**src/apd_pkg.sv**
```systemverilog
// Constants shared by the ATA PIO device host port
package apd_pkg;

  // ****************************************
  // APB register offsets
  // ****************************************
  localparam logic [7:0] OFS_CTRL = 8'h00;
  localparam logic [7:0] OFS_STAT = 8'h04;
  localparam logic [7:0] OFS_IRQ_STS = 8'h08;
  localparam logic [7:0] OFS_IRQ_MSK = 8'h0C;
  localparam logic [7:0] OFS_HOST_WR = 8'h10;
  localparam logic [7:0] OFS_RD_DATA = 8'h14;
  localparam logic [7:0] OFS_TF_BASE = 8'h20;
  localparam logic [7:0] OFS_TF_LAST = 8'h3C;

  // ****************************************
  // Field positions
  // ****************************************
  localparam int CTRL_WIDE = 0;
  localparam int CTRL_IRQ_SET = 1;
  localparam int CTRL_DIAG_DONE = 2;
  localparam int CTRL_ACTIVE = 3;
  localparam int DEVCTL_NIEN = 1;
  localparam int DEVCTL_SRST = 2;
  localparam int EV_HOST_WR = 0;
  localparam int EV_CMD = 1;
  localparam int EV_DATA_RD = 2;
  localparam int EV_SRST = 3;
  localparam int EV_W = 4;

  // ****************************************
  // Host register selects
  // ****************************************
  localparam logic [2:0] HA_DATA = 3'h0;
  localparam logic [2:0] HA_DEVCTL = 3'h6;
  localparam logic [2:0] HA_STATUS = 3'h7;

  // ****************************************
  // Reset values and timing
  // ****************************************
  localparam logic [8:0] SYNC_RST = 9'h01F;
  localparam logic [3:0] CTRL_RST = 4'h1;
  localparam logic [EV_W-1:0] MSK_RST = 4'h0;
  localparam int CLK_MHZ = 200;
  localparam int T_INTRQ_CLR_NS = 400;
  localparam int INTRQ_CLR_CYC = T_INTRQ_CLR_NS * CLK_MHZ / 1000;

endpackage

```
**src/apd_host_port.sv**
```systemverilog
// ATA PIO device-side host port with APB register access
// Functional notes
// - register transfers use low data byte only
// - data port moves full 16-bit word
// - bit 15 is MSB, bit 0 LSB
// - write data taken on write strobe rise
// - read data driven from read strobe fall
// - negate ready to stretch host cycle
// - select low means master, high slave
// - interrupt pin floats when host disables it
// - status read end clears interrupt within 400ns
// - command write end clears interrupt within 400ns
// - 16-bit indicator low for word transfers
// - indicator high means 8-bit transfer
// - three address lines pick the register
// - cycles without chip select are ignored
// - slave signals diagnostics done to master
// - activity line shows active or present
`timescale 1ns/1ps
`default_nettype none

module apd_host_port
  import apd_pkg::*;
#(
  parameter int DW = 16,
  parameter int PRESENT_CYC = 1000
) (
  input wire logic sys_clk,
  input wire logic rstn,
  input wire logic [7:0] paddr,
  input wire logic psel,
  input wire logic penable,
  input wire logic pwrite,
  input wire logic [31:0] pwdata,
  output logic [31:0] prdata,
  output logic pready,
  output logic pslverr,
  output logic irq,
  input wire logic host_rst_n,
  input wire logic [DW-1:0] hd_in,
  output logic [DW-1:0] hd_out,
  output logic hd_oe,
  input wire logic dior_n,
  input wire logic diow_n,
  input wire logic cs0_n,
  input wire logic cs1_n,
  input wire logic [2:0] ha,
  input wire logic csel,
  output logic iordy,
  output logic intrq_out,
  output logic intrq_oe,
  output logic iois16_n,
  input wire logic pdiag_n_in,
  output logic pdiag_n_out,
  output logic pdiag_n_oe,
  input wire logic dasp_n_in,
  output logic dasp_n_out,
  output logic dasp_n_oe
);
  // Clear window less the three-clock strobe synchroniser delay
  localparam int CLR_MAX = INTRQ_CLR_CYC - 3;

  // ****************************************
  // Host pin synchronisers
  // ****************************************
  logic [8:0] sy1_r, sy2_r;
  logic dior_q_r, diow_q_r;
  logic [DW-1:0] hd1_r, hd2_r, wr_lat_r;
  always_ff @(posedge sys_clk or negedge rstn) begin
    if (!rstn) begin
      sy1_r <= SYNC_RST;
      sy2_r <= SYNC_RST;
      dior_q_r <= 1'b1;
      diow_q_r <= 1'b1;
    end else begin
      sy1_r <= {csel, ha, cs1_n, cs0_n, diow_n, dior_n, host_rst_n};
      sy2_r <= sy1_r;
      dior_q_r <= sy2_r[1];
      diow_q_r <= sy2_r[2];
    end
  end
  // Data bus delayed alongside the strobes
  always_ff @(posedge sys_clk or negedge rstn) begin
    if (!rstn) begin
      hd1_r <= '0;
      hd2_r <= '0;
      wr_lat_r <= '0;
    end else begin
      hd1_r <= hd_in;
      hd2_r <= hd1_r;
      if (!sy2_r[2]) begin
        wr_lat_r <= hd2_r;
      end
    end
  end
  logic h_act, rd_l, wr_l, rd_fall, wr_rise, rd_rise, sel0, sel1, slave;
  logic is_data, is_stat, is_devctl;
  logic [2:0] ha_s;
  assign h_act = sy2_r[0];
  assign rd_l = ~sy2_r[1];
  assign wr_l = ~sy2_r[2];
  assign rd_fall = rd_l & dior_q_r;
  assign rd_rise = ~rd_l & ~dior_q_r;
  assign wr_rise = ~wr_l & ~diow_q_r;
  assign sel0 = ~sy2_r[3];
  assign sel1 = ~sy2_r[4];
  assign ha_s = sy2_r[7:5];
  assign slave = sy2_r[8];
  assign is_data = sel0 & ~sel1 & (ha_s == HA_DATA);
  assign is_stat = sel0 & ~sel1 & (ha_s == HA_STATUS);
  assign is_devctl = sel1 & ~sel0 & (ha_s == HA_DEVCTL);

  // ****************************************
  // Software registers
  // ****************************************
  logic [3:0] ctrl_r;
  logic [EV_W-1:0] irq_sts_r, irq_msk_r, ev;
  logic [7:0] tf_r [8];
  logic [DW-1:0] rd_data_r;
  logic [19:0] host_wr_r;
  logic rd_full_r, wr_full_r, intrq_pend_r, nien_r;
  logic acc, wr_acc, rd_acc, wide;
  logic [DW-1:0] wr_word;
  assign acc = psel & penable & pready;
  assign wr_acc = acc & pwrite;
  assign rd_acc = acc & ~pwrite;
  assign wide = ctrl_r[CTRL_WIDE];
  assign wr_word = (is_data & wide) ? wr_lat_r : {8'h00, wr_lat_r[7:0]};
  always_ff @(posedge sys_clk or negedge rstn) begin
    if (!rstn) begin
      ctrl_r <= CTRL_RST;
      irq_msk_r <= MSK_RST;
    end else if (wr_acc && paddr == OFS_CTRL) begin
      ctrl_r <= pwdata[3:0] & ~(4'h1 << CTRL_IRQ_SET);
    end else if (wr_acc && paddr == OFS_IRQ_MSK) begin
      irq_msk_r <= pwdata[EV_W-1:0];
    end
  end
  always_ff @(posedge sys_clk or negedge rstn) begin
    if (!rstn) begin
      for (int i = 0; i < 8; i++) begin
        tf_r[i] <= 8'h00;
      end
    end else if (wr_acc && paddr >= OFS_TF_BASE && paddr <= OFS_TF_LAST) begin
      tf_r[paddr[4:2]] <= pwdata[7:0];
    end
  end

  // ****************************************
  // Host cycle handling
  // ****************************************
  always_ff @(posedge sys_clk or negedge rstn) begin
    if (!rstn) begin
      rd_data_r <= '0;
      rd_full_r <= 1'b0;
    end else if (!h_act) begin
      rd_full_r <= 1'b0;
    end else if (wr_acc && paddr == OFS_RD_DATA) begin
      rd_data_r <= pwdata[DW-1:0];
      rd_full_r <= 1'b1;
    end else if (rd_rise && is_data) begin
      rd_full_r <= 1'b0;
    end
  end
  always_ff @(posedge sys_clk or negedge rstn) begin
    if (!rstn) begin
      host_wr_r <= '0;
      wr_full_r <= 1'b0;
      nien_r <= 1'b0;
    end else if (!h_act) begin
      wr_full_r <= 1'b0;
      nien_r <= 1'b0;
    end else if (wr_rise && (sel0 | sel1)) begin
      host_wr_r <= {sel1, ha_s, wr_word};
      wr_full_r <= 1'b1;
      if (is_devctl) begin
        nien_r <= wr_lat_r[DEVCTL_NIEN];
      end
    end else if (rd_acc && paddr == OFS_HOST_WR) begin
      wr_full_r <= 1'b0;
    end
  end
  // Set wins over clear
  always_ff @(posedge sys_clk or negedge rstn) begin
    if (!rstn) begin
      intrq_pend_r <= 1'b0;
    end else if (wr_acc && paddr == OFS_CTRL && pwdata[CTRL_IRQ_SET]) begin
      intrq_pend_r <= 1'b1;
    end else if (!h_act) begin
      intrq_pend_r <= 1'b0;
    end else if (rd_rise && is_stat) begin
      intrq_pend_r <= 1'b0;
    end else if (wr_rise && is_stat) begin
      intrq_pend_r <= 1'b0;
    end
  end
  // Read word: data port full width, registers low byte
  logic [DW-1:0] rd_word;
  always_comb begin
    rd_word = '0;
    if (is_data) begin
      rd_word = wide ? rd_data_r : {8'h00, rd_data_r[7:0]};
    end else if (sel0 & ~sel1) begin
      rd_word = {8'h00, tf_r[ha_s]};
    end else if (is_devctl) begin
      rd_word = {8'h00, tf_r[HA_STATUS]};
    end
  end
  logic [15:0] pres_cnt_r;
  always_ff @(posedge sys_clk or negedge rstn) begin
    if (!rstn) begin
      hd_out <= '0;
      hd_oe <= 1'b0;
      iordy <= 1'b1;
      iois16_n <= 1'b1;
      intrq_out <= 1'b0;
      intrq_oe <= 1'b0;
      pdiag_n_out <= 1'b1;
      pdiag_n_oe <= 1'b0;
      dasp_n_out <= 1'b1;
      dasp_n_oe <= 1'b0;
      pres_cnt_r <= '0;
    end else begin
      hd_out <= rd_word;
      hd_oe <= h_act & rd_l & (sel0 | sel1);
      iordy <= ~(h_act & is_data & ((rd_l & ~rd_full_r) |
                 (wr_l & wr_full_r)));
      iois16_n <= ~(h_act & is_data & wide);
      intrq_out <= intrq_pend_r;
      intrq_oe <= h_act & ~nien_r;
      pdiag_n_out <= ~(h_act & slave & ctrl_r[CTRL_DIAG_DONE]);
      pdiag_n_oe <= h_act & slave & ctrl_r[CTRL_DIAG_DONE];
      dasp_n_out <= ~(h_act & ((slave & pres_cnt_r != 0) |
                      ctrl_r[CTRL_ACTIVE]));
      dasp_n_oe <= h_act & ((slave & pres_cnt_r != 0) |
                   ctrl_r[CTRL_ACTIVE]);
      if (!h_act) begin
        pres_cnt_r <= 16'(PRESENT_CYC);
      end else if (pres_cnt_r != 0) begin
        pres_cnt_r <= pres_cnt_r - 16'h0001;
      end
    end
  end

  // ****************************************
  // Interrupt status and APB slave
  // ****************************************
  always_comb begin
    ev = '0;
    ev[EV_HOST_WR] = h_act & wr_rise & (sel0 | sel1);
    ev[EV_CMD] = h_act & wr_rise & is_stat;
    ev[EV_DATA_RD] = h_act & rd_rise & is_data;
    ev[EV_SRST] = h_act & wr_rise & is_devctl & wr_lat_r[DEVCTL_SRST];
  end
  always_ff @(posedge sys_clk or negedge rstn) begin
    if (!rstn) begin
      irq_sts_r <= '0;
      irq <= 1'b0;
    end else begin
      if (wr_acc && paddr == OFS_IRQ_STS) begin
        irq_sts_r <= (irq_sts_r & ~pwdata[EV_W-1:0]) | ev;
      end else begin
        irq_sts_r <= irq_sts_r | ev;
      end
      irq <= |(irq_sts_r & irq_msk_r);
    end
  end
  logic [31:0] prdata_nxt;
  logic bad_nxt;
  always_comb begin
    prdata_nxt = '0;
    bad_nxt = 1'b0;
    if (paddr == OFS_CTRL) begin
      prdata_nxt[3:0] = ctrl_r;
    end else if (paddr == OFS_STAT) begin
      prdata_nxt[7:0] = {~dasp_n_in, ~pdiag_n_in, ~h_act, intrq_pend_r,
                         wr_full_r, rd_full_r, nien_r, slave};
    end else if (paddr == OFS_IRQ_STS) begin
      prdata_nxt[EV_W-1:0] = irq_sts_r;
    end else if (paddr == OFS_IRQ_MSK) begin
      prdata_nxt[EV_W-1:0] = irq_msk_r;
    end else if (paddr == OFS_HOST_WR) begin
      prdata_nxt[19:0] = host_wr_r;
    end else if (paddr == OFS_RD_DATA) begin
      prdata_nxt[DW-1:0] = rd_data_r;
    end else if (paddr >= OFS_TF_BASE && paddr <= OFS_TF_LAST) begin
      prdata_nxt[7:0] = tf_r[paddr[4:2]];
    end else begin
      bad_nxt = 1'b1;
    end
    if (paddr[1:0] != 2'b00) begin
      bad_nxt = 1'b1;
    end
  end
  // One wait state: answer registered in the first access cycle
  always_ff @(posedge sys_clk or negedge rstn) begin
    if (!rstn) begin
      pready <= 1'b0;
      prdata <= '0;
      pslverr <= 1'b0;
    end else begin
      pready <= psel & penable & ~pready;
      prdata <= (psel & penable & ~pready & ~pwrite) ? prdata_nxt : '0;
      pslverr <= psel & penable & ~pready & bad_nxt;
    end
  end
endmodule

`default_nettype wire

```
**config.mk**
```make
export PLATFORM = sky130hd
export DESIGN_NAME = apd_host_port
export DESIGN_NICKNAME = d
export VERILOG_FILES = /design/src/apd_pkg.sv /design/src/apd_host_port.sv
export SDC_FILE = /design/constraint.sdc
export NUM_CORES = 1
export LEC_CHECK = 0
export BUFFER_PORTS_ARGS = -buffer_cell sky130_fd_sc_hd__buf_2
export CORE_ASPECT_RATIO = 1.5
export CORE_MARGIN = 4
export CORE_UTILIZATION = 28
export CTS_CLUSTER_SIZE = 20
export DETAILED_ROUTE_END_ITERATION = 10
export GPL_TIMING_DRIVEN = 0
export PLACE_DENSITY_LB_ADDON = 0.25
export SYNTH_ARGS = -nofsm -noshare
export SYNTH_HDL_FRONTEND = slang
export SYNTH_SLANG_ARGS = --single-unit
```
**constraint.sdc**
```tcl
create_clock -name sys_clk -period 1.85 [get_ports sys_clk]
set_input_delay 0.2775 -clock sys_clk [delete_from_list [all_inputs] [get_ports sys_clk]]
set_output_delay 0.2775 -clock sys_clk [all_outputs]
set_load 0.02 [all_outputs]
```
=== After elaboration in Yosys (flattened, before gate mapping) ===
Cells that the tools add are included.

* Register bits: 247
* Bits of input ports: 72
* Output and inout port bits: 60
* Word-level logic and storage cells: 195

* Reductions and logical operators: 23
* Bitwise operators: 62
* $lt $le $gt $ge: 5
* Muxes and demuxes: 52
* Add/subtract/negate cells: 1
* Equal/unequal tests: 13

{| class="wikitable"
|+ Operators with widths
! kind !! number
|-
| $mux W16 || 9
|-
| $mux W8 || 11
|-
| $bwmux W64 || 1
|-
| $bmux W8 S3 || 2
|-
| $and A1 B1 Y1 || 34
|-
| $demux W8 S3 || 1
|-
| $mux W1 || 21
|-
| $mux W20 || 1
|-
| $mux W4 || 5
|-
| $not A1 Y1 || 18
|-
| $eq A8 B4 Y1 const B || 2
|-
| $eq A8 B5 Y1 const B || 2
|-
| $reduce_bool A16 Y1 || 1
|-
| $sub A16 B1 Y16 const B || 1
|-
| $logic_and A1 B1 Y1 || 14
|-
| $mux W12 || 1
|-
| $and A4 B4 Y4 || 2
|-
| $eq A8 B3 Y1 const B || 1
|-
| $ge A4 B4 Y1 const B || 2
|-
| $ge A8 B6 Y1 const B || 1
|-
| $le A8 B6 Y1 const B || 1
|-
| $logic_not A8 Y1 || 1
|-
| $not A3 Y4 || 2
|-
| $or A4 B4 Y4 || 2
|-
| other kinds (11) || 20
|}

=== Longest topological paths before layout ===
Gate-level depths: netlist of run 1.

* Depth after elaboration: 12
* Gate-level depth with buffers: 7
* Mapped depth without buffers: 5

=== Worst setup path after synthesis of run 1 ===
No wires, ideal clock.

* Kind: reg2reg
* Start: reg pready
* End: reg tf_r[60] in the netlist's numbering
* Clock period less this slack: 2.096 ns
* Cell stages (with the launch flop): 6
* Data arrival time: 1.971 ns
* Data required time: 1.725 ns
* Path slack: -0.246 ns
* Setup time: 0.125 ns
* Path through: dfrtp_1 -> nand4_1 -> or4_4 -> buf_6 -> nor4_4 -> mux2_2

* Longest elaborated chain between the ends: 4

{| class="wikitable"
|+ Ends and longest elaborated chain
! element !! RTL line !! source
|-
| start: declaration || apd_host_port.sv:36 || <nowiki>output logic pready,</nowiki>
|-
| start signal: assignment || apd_host_port.sv:302 || <nowiki>pready <= psel & penable & ~pready;</nowiki>
|-
| $and A1 B1 Y1 || apd_host_port.sv:124 || <nowiki>assign acc = psel & penable & pready;</nowiki>
|-
| $and A1 B1 Y1 || apd_host_port.sv:125 || <nowiki>assign wr_acc = acc & pwrite;</nowiki>
|-
| $logic_and A1 B1 Y1 (2 in a row) || apd_host_port.sv:144 || <nowiki>end else if (wr_acc && paddr >= OFS_TF_BASE && paddr <= OFS_TF_LAST) begin</nowiki>
|-
| end signal: indexed assignment || apd_host_port.sv:145 || <nowiki>tf_r[paddr[4:2]] <= pwdata[7:0];</nowiki>
|-
| end: declaration || apd_host_port.sv:118 || <nowiki>logic [7:0] tf_r [8];</nowiki>
|}

Every way passes these cells.
A chain may end at the register's enable or synchronous reset.

=== Worst setup path after layout of run 1 ===
* Start: reg pready
* End: reg tf_r[10] in the netlist's numbering

The elaborated chain is that of the path after synthesis.

==> flow_metrics.env, run 1 <==
export IMPL_p_total_uw=11900
export IMPL_grt_max_degree=109
export IMPL_num_vias=7474
export IMPL_ios=132
export IMPL_netlist_top_cells_area="dfrtp_1 54%, mux2_2 12%, mux4_2 5.7%"
export IMPL_cp_start_kind="flip-flop"
export IMPL_vdd_drop_max_v=0.000574
export IMPL_crit_fanout=8
export IMPL_grt_use_met1_pct=17.9
export IMPL_clock_sinks=247
export IMPL_drc_errors=0
export IMPL_final_layout_size_suffix_gt1_share_pct=44.3
export IMPL_yosys_area_top_type_share_pct=54.2
export IMPL_synth_top_area_cell="dfrtp_1"
export IMPL_power_density_nw_per_um2=837
export IMPL_netlist_instances=803
export IMPL_vias_per_cell=4.86
export IMPL_ys_seq_elements=247
export IMPL_grtUsageMet3_pct=2.05
export IMPL_hp_class="primary input to flip-flop"
export IMPL_wl_per_cell_um=20.9
export IMPL_numCtsBuffers=25
export IMPL_setup_viol=75
export IMPL_htree_levels=1
export IMPL_drt_initial_drc_count=476
export IMPL_clk_path_buf_depth=3
export IMPL_grt_pass1_vias=8008
export IMPL_ys_seq_area_share_pct=58.4
export IMPL_synthesis_yosys_warnings=0
export IMPL_rsz0062_at_grt="true"
export IMPL_max_slew_margin_rel_pct=47.1
export IMPL_antenna_left=0
export IMPL_post_route_cell_area_um2=14200
export IMPL_violations="setup timing"
export IMPL_critical_path_class="flip-flop to flip-flop"
export IMPL_clk_pin_slew_worst_paths_ns=0.06
export IMPL_initial_core_util_pct=28.3
export IMPL_die_h_um=246
export IMPL_syn_to_final_growth_pct=34.1
export IMPL_yosys_most_used_dff="dfrtp_1"
export IMPL_drv_cap=0
export IMPL_worst_slew_pin_slew_ns=0.793
export IMPL_fin_crit_ns=2.00
export IMPL_endpoint_kind="flip-flop"
export IMPL_final_nets=1101
export IMPL_timing_final_ws_setup_ns=-0.151
export IMPL_grt_pass1_wl_mm=49.3
export IMPL_hpwl_mm=21.9
export IMPL_synthArstFlopShare_pct=100
export IMPL_cp_arrival_ns=2.41
export IMPL_synth_cell_types=67
export IMPL_cp_data_required_time_ns=2.26
export IMPL_post_dp_cell_area_um2=11900
export IMPL_dr_pass1_iters=5
export IMPL_fin_worst_skew_ns=0.00922
export IMPL_hold_viol=0
export IMPL_met2_usage_pct=28.6
export IMPL_finalMaxSlewViolations=0
export IMPL_antenna_found_initial=1
export IMPL_die_area_um2=41200
export IMPL_place_gp_congestion=0.854
export IMPL_synth_avg_cell_area_um2=13.2
export IMPL_die_w_um=167
export IMPL_core_um2=37600
export IMPL_crit_path_top_delay_cell="or4_4"
export IMPL_crit_top_cell="buf_12"
export IMPL_rows=87
export IMPL_clkLatencyLatePin_ns=0.54
export IMPL_critical_path_cell_chain="nand4_1, or4_4, buf_12, buf_12, nor3_4, buf_12, mux2_4"
export IMPL_synth_area_um2=10600
export IMPL_max_stage_delay_ns=0.45
export IMPL_outcome="complete, but fails checks"
export IMPL_grt_busiest_layer="met2"
export IMPL_cts_tree="yes"
export IMPL_totalWireLength_mm=32.1
export IMPL_fin_crit_sh_pct=108
export IMPL_grtUsageTotal_pct=15.5
export IMPL_grt_overflow=0
export IMPL_leakage_uw=0.00643
export IMPL_synth_edf_count=0
export IMPL_port_buffers=101
export IMPL_clock_fmax_ghz=0.500
export IMPL_clockRootBuffer="clkbuf_16"
==> cells by family after synthesis <==
family	count (synthesis)	share of synthesized area [%]
other	1	0.0353
AND/OR/NAND/NOR	207	10.8
AO/OA/AOI/OAI	113	7.32
buffers and inverters	69	3.19
flip-flops	247	58.4
adder cells (fa/ha/maj)	1	0.118
multiplexers	165	20.1
==> worst max-delay path: cells and delay by family (launching register included) <==
kind / cells / cell delay (ns)
flops: 1 / 0.38
buf+inv: 3 / 0.47
mux: 1 / 0.30
simple gates: 3 / 0.70
==> cell type report <==
type	count	area, um^2
clock buffer	33	706
fill	3627	23300
sequential	247	6210
timing repair buffer	188	1490
multi-input combinational	498	4680
antenna	1	2.50
tap	489	612
buffer	54	354
clock inverter	13	134
inverter	14	52.6
==> routing by layer <==
| layer | share of wire (%) | up-vias |
|---|---|---|
| li1 | - | 3361 |
| met1 | 39 | 3831 |
| met2 | 53 | 206 |
| met3 | 4.2 | 76 |
| met4 | 4.1 | 0 |
| met5 | 0 | - |
==> sequential cells by signal, summed over array words and instances (netlist names), 3 cells and up <==
name and cells:
ctrl_r 3, host_wr_r 20, prdata 20, irq_msk_r 4
pres_cnt_r 16, hd_out 16, hd1_r 16, sy1_r 9
wr_lat_r 16, hd2_r 16, tf_r 64, irq_sts_r 4
rd_data_r 16, sy2_r 9
==> synthesized netlist by cell type, types with 11 or more instances <==
| cell type | instances |
|---|---|
| dfrtp_1 | 230 |
| mux2_2 | 112 |
| nand2_1 | 82 |
| o21ai_0 | 28 |
| mux4_2 | 27 |
| mux2i_1 | 26 |
| nor2_1 | 24 |
| clkbuf_1 | 22 |
| a22oi_1 | 20 |
| dfstp_2 | 17 |
| buf_4 | 16 |
| and3_1 | 15 |
| inv_1 | 12 |
| nand2b_1 | 12 |
| a21oi_1 | 11 |
| nor3_1 | 11 |
==> layout by cell type, fill, tap and decap left out, types with 6 or more instances in the layout <==
master         Yosys  layout
a22oi_1           20      16
mux2_2           112      48
dfstp_2           17      17
inv_1             12      12
mux4_2            27      27
nor3_1            11       7
conb_1             1      12
nand2_1           82      79
clkbuf_2           1       6
nor2_1            24      22
and3_1            15      13
mux2i_1           26      26
clkbuf_16          0      25
nor3_4             5       7
a21oi_1           11       7
nand3_1            9       7
mux2_4             0      64
buf_2              9     113
o21ai_1            1       6
o2bb2ai_1          6       6
buf_6              1       6
dlygate4sd3_1      0      38
o22ai_1            9       6
nor2b_1            9       7
buf_4             16      46
nand2b_1          12      11
buf_12             0      15
dfrtp_1          230     226
clkbuf_8           0       6
clkbuf_1          22      13
o21ai_0           28      18
==> repair_timing <==
item,CTS,global route
hold buffers,38,0
endpoints found under the hold margin,75,0
gates resized for setup,126,62
setup endpoints to repair,166,121
pin swaps,15,25
buffers inserted,31,16
==> worst paths after layout <==
kind | to | slack, ns | start | cells past startpoint
worst max-delay path | tf_r[10]$_DFFE_PN0P_ | -0.15 | pready$_DFF_PN0_ | 7
max in group asynchronous | pready$_DFF_PN0_ | 0.75 | rstn | 3
worst max register to register | tf_r[10]$_DFFE_PN0P_ | -0.15 | pready$_DFF_PN0_ | 7
worst min-delay path | tf_r[1]$_DFFE_PN0P_ | 0.04 | pwdata[1] | 2
min in group asynchronous | prdata[12]$_DFF_PN0_ | 0.23 | rstn | 2
worst min register to register | hd2_r[10]$_DFF_PN0_ | 0.35 | hd1_r[10]$_DFF_PN0_ | 0
==> metrics by stage <==
| step | hold slack [ns] | instances | worst slack, ns | utilization (%) | TNS [ns] |
|---|---|---|---|---|---|
| after CTS | 0.0202 | 1520 | -0.236 | 37.1 | -8.62 |
| final | 0.0448 | 1537 | -0.151 | 37.9 | -7.05 |
| after floorplan | -0.0181 | 814 | -0.162 | - | -6.44 |
| after detailed placement | 0.187 | 1406 | -0.942 | 31.6 | -82.48 |
| after global routing | 0.0420 | 1536 | -0.196 | 37.9 | -9.98 |
| after global placement | 0.336 | 1404 | -4.47 | 31.4 | -1037.94 |
==> power breakdown <==
part / switching [uW] / internal [uW]
combinational: 552 / 401
clock: 2200 / 2980
sequential: 161 / 5610
Power figures use the tool's default switching activity.
==> inputs of run 2 (changes only) <==
Settings changed: PLACE_DENSITY set to 0.5, PLACE_DENSITY_LB_ADDON 0.25 to not set.
==> run 2 against run 1 <==
The run still ends with setup timing left. Routed wire length decreased by 0.18%. Die area unchanged. Fmax rose by 0.23%. Sequential share of layout area rose by 0.13 points. Core utilization decreased by 0.12 points. Via count decreased by 0.47%. Critical path depth unchanged. Clock skew rose by 0.023 ns. Critical path type unchanged. Critical endpoint is now tf_r[51]$_DFFE_PN0P_. Largest power group unchanged.
==> flow_metrics.env, run 2 (same netlist as run 1, synthesis figures left out) <==
export IMPL_outcome="complete, but fails checks"
export IMPL_violations="setup timing"
export IMPL_dr_pass1_iters=4
export IMPL_reg2reg_slack_ns=-0.15
export IMPL_highest_layer="met5"
export IMPL_grt_overflow=0
export IMPL_clk_pin_slew_worst_paths_ns=0.07
export IMPL_drv_cap=0
export IMPL_cts_tree="yes"
export IMPL_cp_arrival_ns=2.41
export IMPL_syn_to_final_growth_pct=33.7
export IMPL_endpoint_kind="flip-flop"
export IMPL_clkLatencyLatePin_ns=0.55
export IMPL_worst_slew_pin_slew_ns=0.915
export IMPL_critical_path_class="flip-flop to flip-flop"
export IMPL_leakage_uw=0.00646
export IMPL_antenna_left=0
export IMPL_vias_per_cell=4.83
export IMPL_power_density_nw_per_um2=858
export IMPL_crit_fanout=8
export IMPL_drt_initial_drc_count=488
export IMPL_worstHoldPathCells=2
export IMPL_critPathBufInv=3
export IMPL_hold_viol=0
export IMPL_clk_path_buf_depth=3
export IMPL_top_register="tf_r"
export IMPL_die_h_um=246
export IMPL_wl_met2_mm=17.5
export IMPL_place_gp_congestion=0.810
export IMPL_grt_pass1_wl_mm=48.5
export IMPL_totalWireLength_mm=32.0
export IMPL_max_stage_delay_ns=0.45
export IMPL_fin_crit_ns=2.00
export IMPL_finalMaxSlewViolations=0
export IMPL_place_ws_ns=-0.753
export IMPL_max_slew_margin_rel_pct=38.5
export IMPL_crit_path_top_delay_cell="or4_4"
export IMPL_r2r_cells=7
export IMPL_num_vias=7439
export IMPL_rsz0062_at_grt="true"
export IMPL_fin_worst_skew_ns=0.0321
export IMPL_rows=87
export IMPL_met3_length_mm=1.33
export IMPL_drc_errors=0
export IMPL_final_cell_mix="226 x dfrtp_1, 109 x buf_2, 80 x nand2_1, 65 x mux2_4, 50 x buf_4"
export IMPL_path_depth=7
export IMPL_ios=132
export IMPL_cp_start_kind="flip-flop"
export IMPL_clock_fmax_ghz=0.501
export IMPL_hp_class="primary input to flip-flop"
export IMPL_hpwl_mm=22.1
export IMPL_numCtsBuffers=26
export IMPL_vdd_drop_max_v=0.000701
export IMPL_core_um2=37600
export IMPL_grt_pass1_vias=7822
export IMPL_cp_data_required_time_ns=2.26
export IMPL_final_common_cell="dfrtp_1"
export IMPL_htree_levels=1
export IMPL_die_area_um2=41200
export IMPL_largest_register_ffs=64
export IMPL_clockRootBuffer="clkbuf_16"
export IMPL_fillCellCount=3651
export IMPL_grt_max_degree=120
export IMPL_wl_per_cell_um=20.8
export IMPL_initial_core_util_pct=28.3
export IMPL_setup_viol=67
export IMPL_die_w_um=167
export IMPL_antenna_diode_count=0
export IMPL_critPathTopFamily="simple AND/OR/NAND/NOR gates"
export IMPL_clock_sinks=247
export IMPL_crit_top_cell="buf_12"
export IMPL_wl_met1_mm=12.3
export IMPL_grtUsageTotal_pct=15.2
export IMPL_whs_ns=0.0241
export IMPL_reg_top3="tf_r: 64 flops, host_wr_r: 20 flops, prdata: 20 flops"
export IMPL_timing_final_ws_setup_ns=-0.146
export IMPL_final_nets=1103
export IMPL_antenna_found_initial=1
export IMPL_fin_crit_sh_pct=108
export IMPL_final_layout_size_suffix_gt1_share_pct=43.1
export IMPL_port_buffers=101
export IMPL_critical_path_cell_chain="nand4_1, or4_4, buf_12, buf_12, nor3_4, buf_12, mux2_4"
run 2: cell types whose count changed in the layout (fill, tap and decap cells not counted), sizes merged:
cell	previous run	this run
diode	1	0
bufinv	2	3
clkdlybuf4s15	0	1
clkbuf	52	54
clkinv	8	11
buf	185	182
inv	14	13
run 2: final cells by class:
class	instances	area (um^2)	share of cell area, %
clock inverter	16	174	1.23
multi-input combinational	498	4570	32.2
clock buffer	32	734	5.18
tap	489	612	4.31
buffer	54	362	2.55
timing repair buffer	189	1480	10.4
sequential	247	6210	43.7
inverter	14	53.8	0.379
run 2: final timing paths:
check | start | endpoint
max in group asynchronous | rstn | sy2_r[5]$_DFF_PN0_
hold reg to reg | sy1_r[8]$_DFF_PN0_ | sy2_r[8]$_DFF_PN0_
setup reg to reg | pready$_DFF_PN0_ | tf_r[51]$_DFFE_PN0P_
min in group asynchronous | rstn | rd_data_r[9]$_DFFE_PN0P_
setup / recovery | pready$_DFF_PN0_ | tf_r[51]$_DFFE_PN0P_
hold / removal | pwdata[1] | rd_data_r[1]$_DFFE_PN0P_
run 2: worst reg2reg max path: stages, from the launching register on:
cell	delay, ns
dfrtp_2	0.36
nand4_1	0.11
or4_4	0.45
buf_12	0.16
buf_12	0.13
nor3_4	0.16
buf_12	0.19
mux2_4	0.30
run 2: stage by stage:
step                utilization, %  std cells  setup TNS, ns  area, um^2  power, uW
global route                  37.8       1539          -9.92       14200      12700
floorplan                        -        814          -6.44       10700       6230
detailed placement            31.6       1406         -78.40       11900       6670
global placement              31.4       1404       -1051.87       11800       6640
finish                        37.8       1539          -6.32       14200      12200
CTS                           37.0       1519          -7.69       13900      12400
run 2: power by group:
| part | switching (uW) | internal, uW | leakage (uW) | total (uW) |
|---|---|---|---|---|
| combinational | 538 | 393 | 0.00283 | 931 |
| sequential | 158 | 5610 | 0.00319 | 5770 |
| clock | 2230 | 3250 | 0.000445 | 5480 |
| total | 2920 | 9250 | 0.00646 | 12200 |
run 2: routing by layer:
layer | GRT usage [%] | vias up
li1 | - | 3362
met1 | 17.4 | 3849
met2 | 28.8 | 181
met3 | 2.09 | 45
met4 | 5.68 | 2
met5 | 0 | -
run 2: what timing repair did:
item | CTS | global route
endpoints found under the setup margin | 153 | 146
gates resized for setup | 114 | 43
endpoints found under the hold margin | 90 | 0
gates cloned | 0 | 1
pin swaps | 13 | 17
hold buffers | 38 | 0
setup buffers | 27 | 21
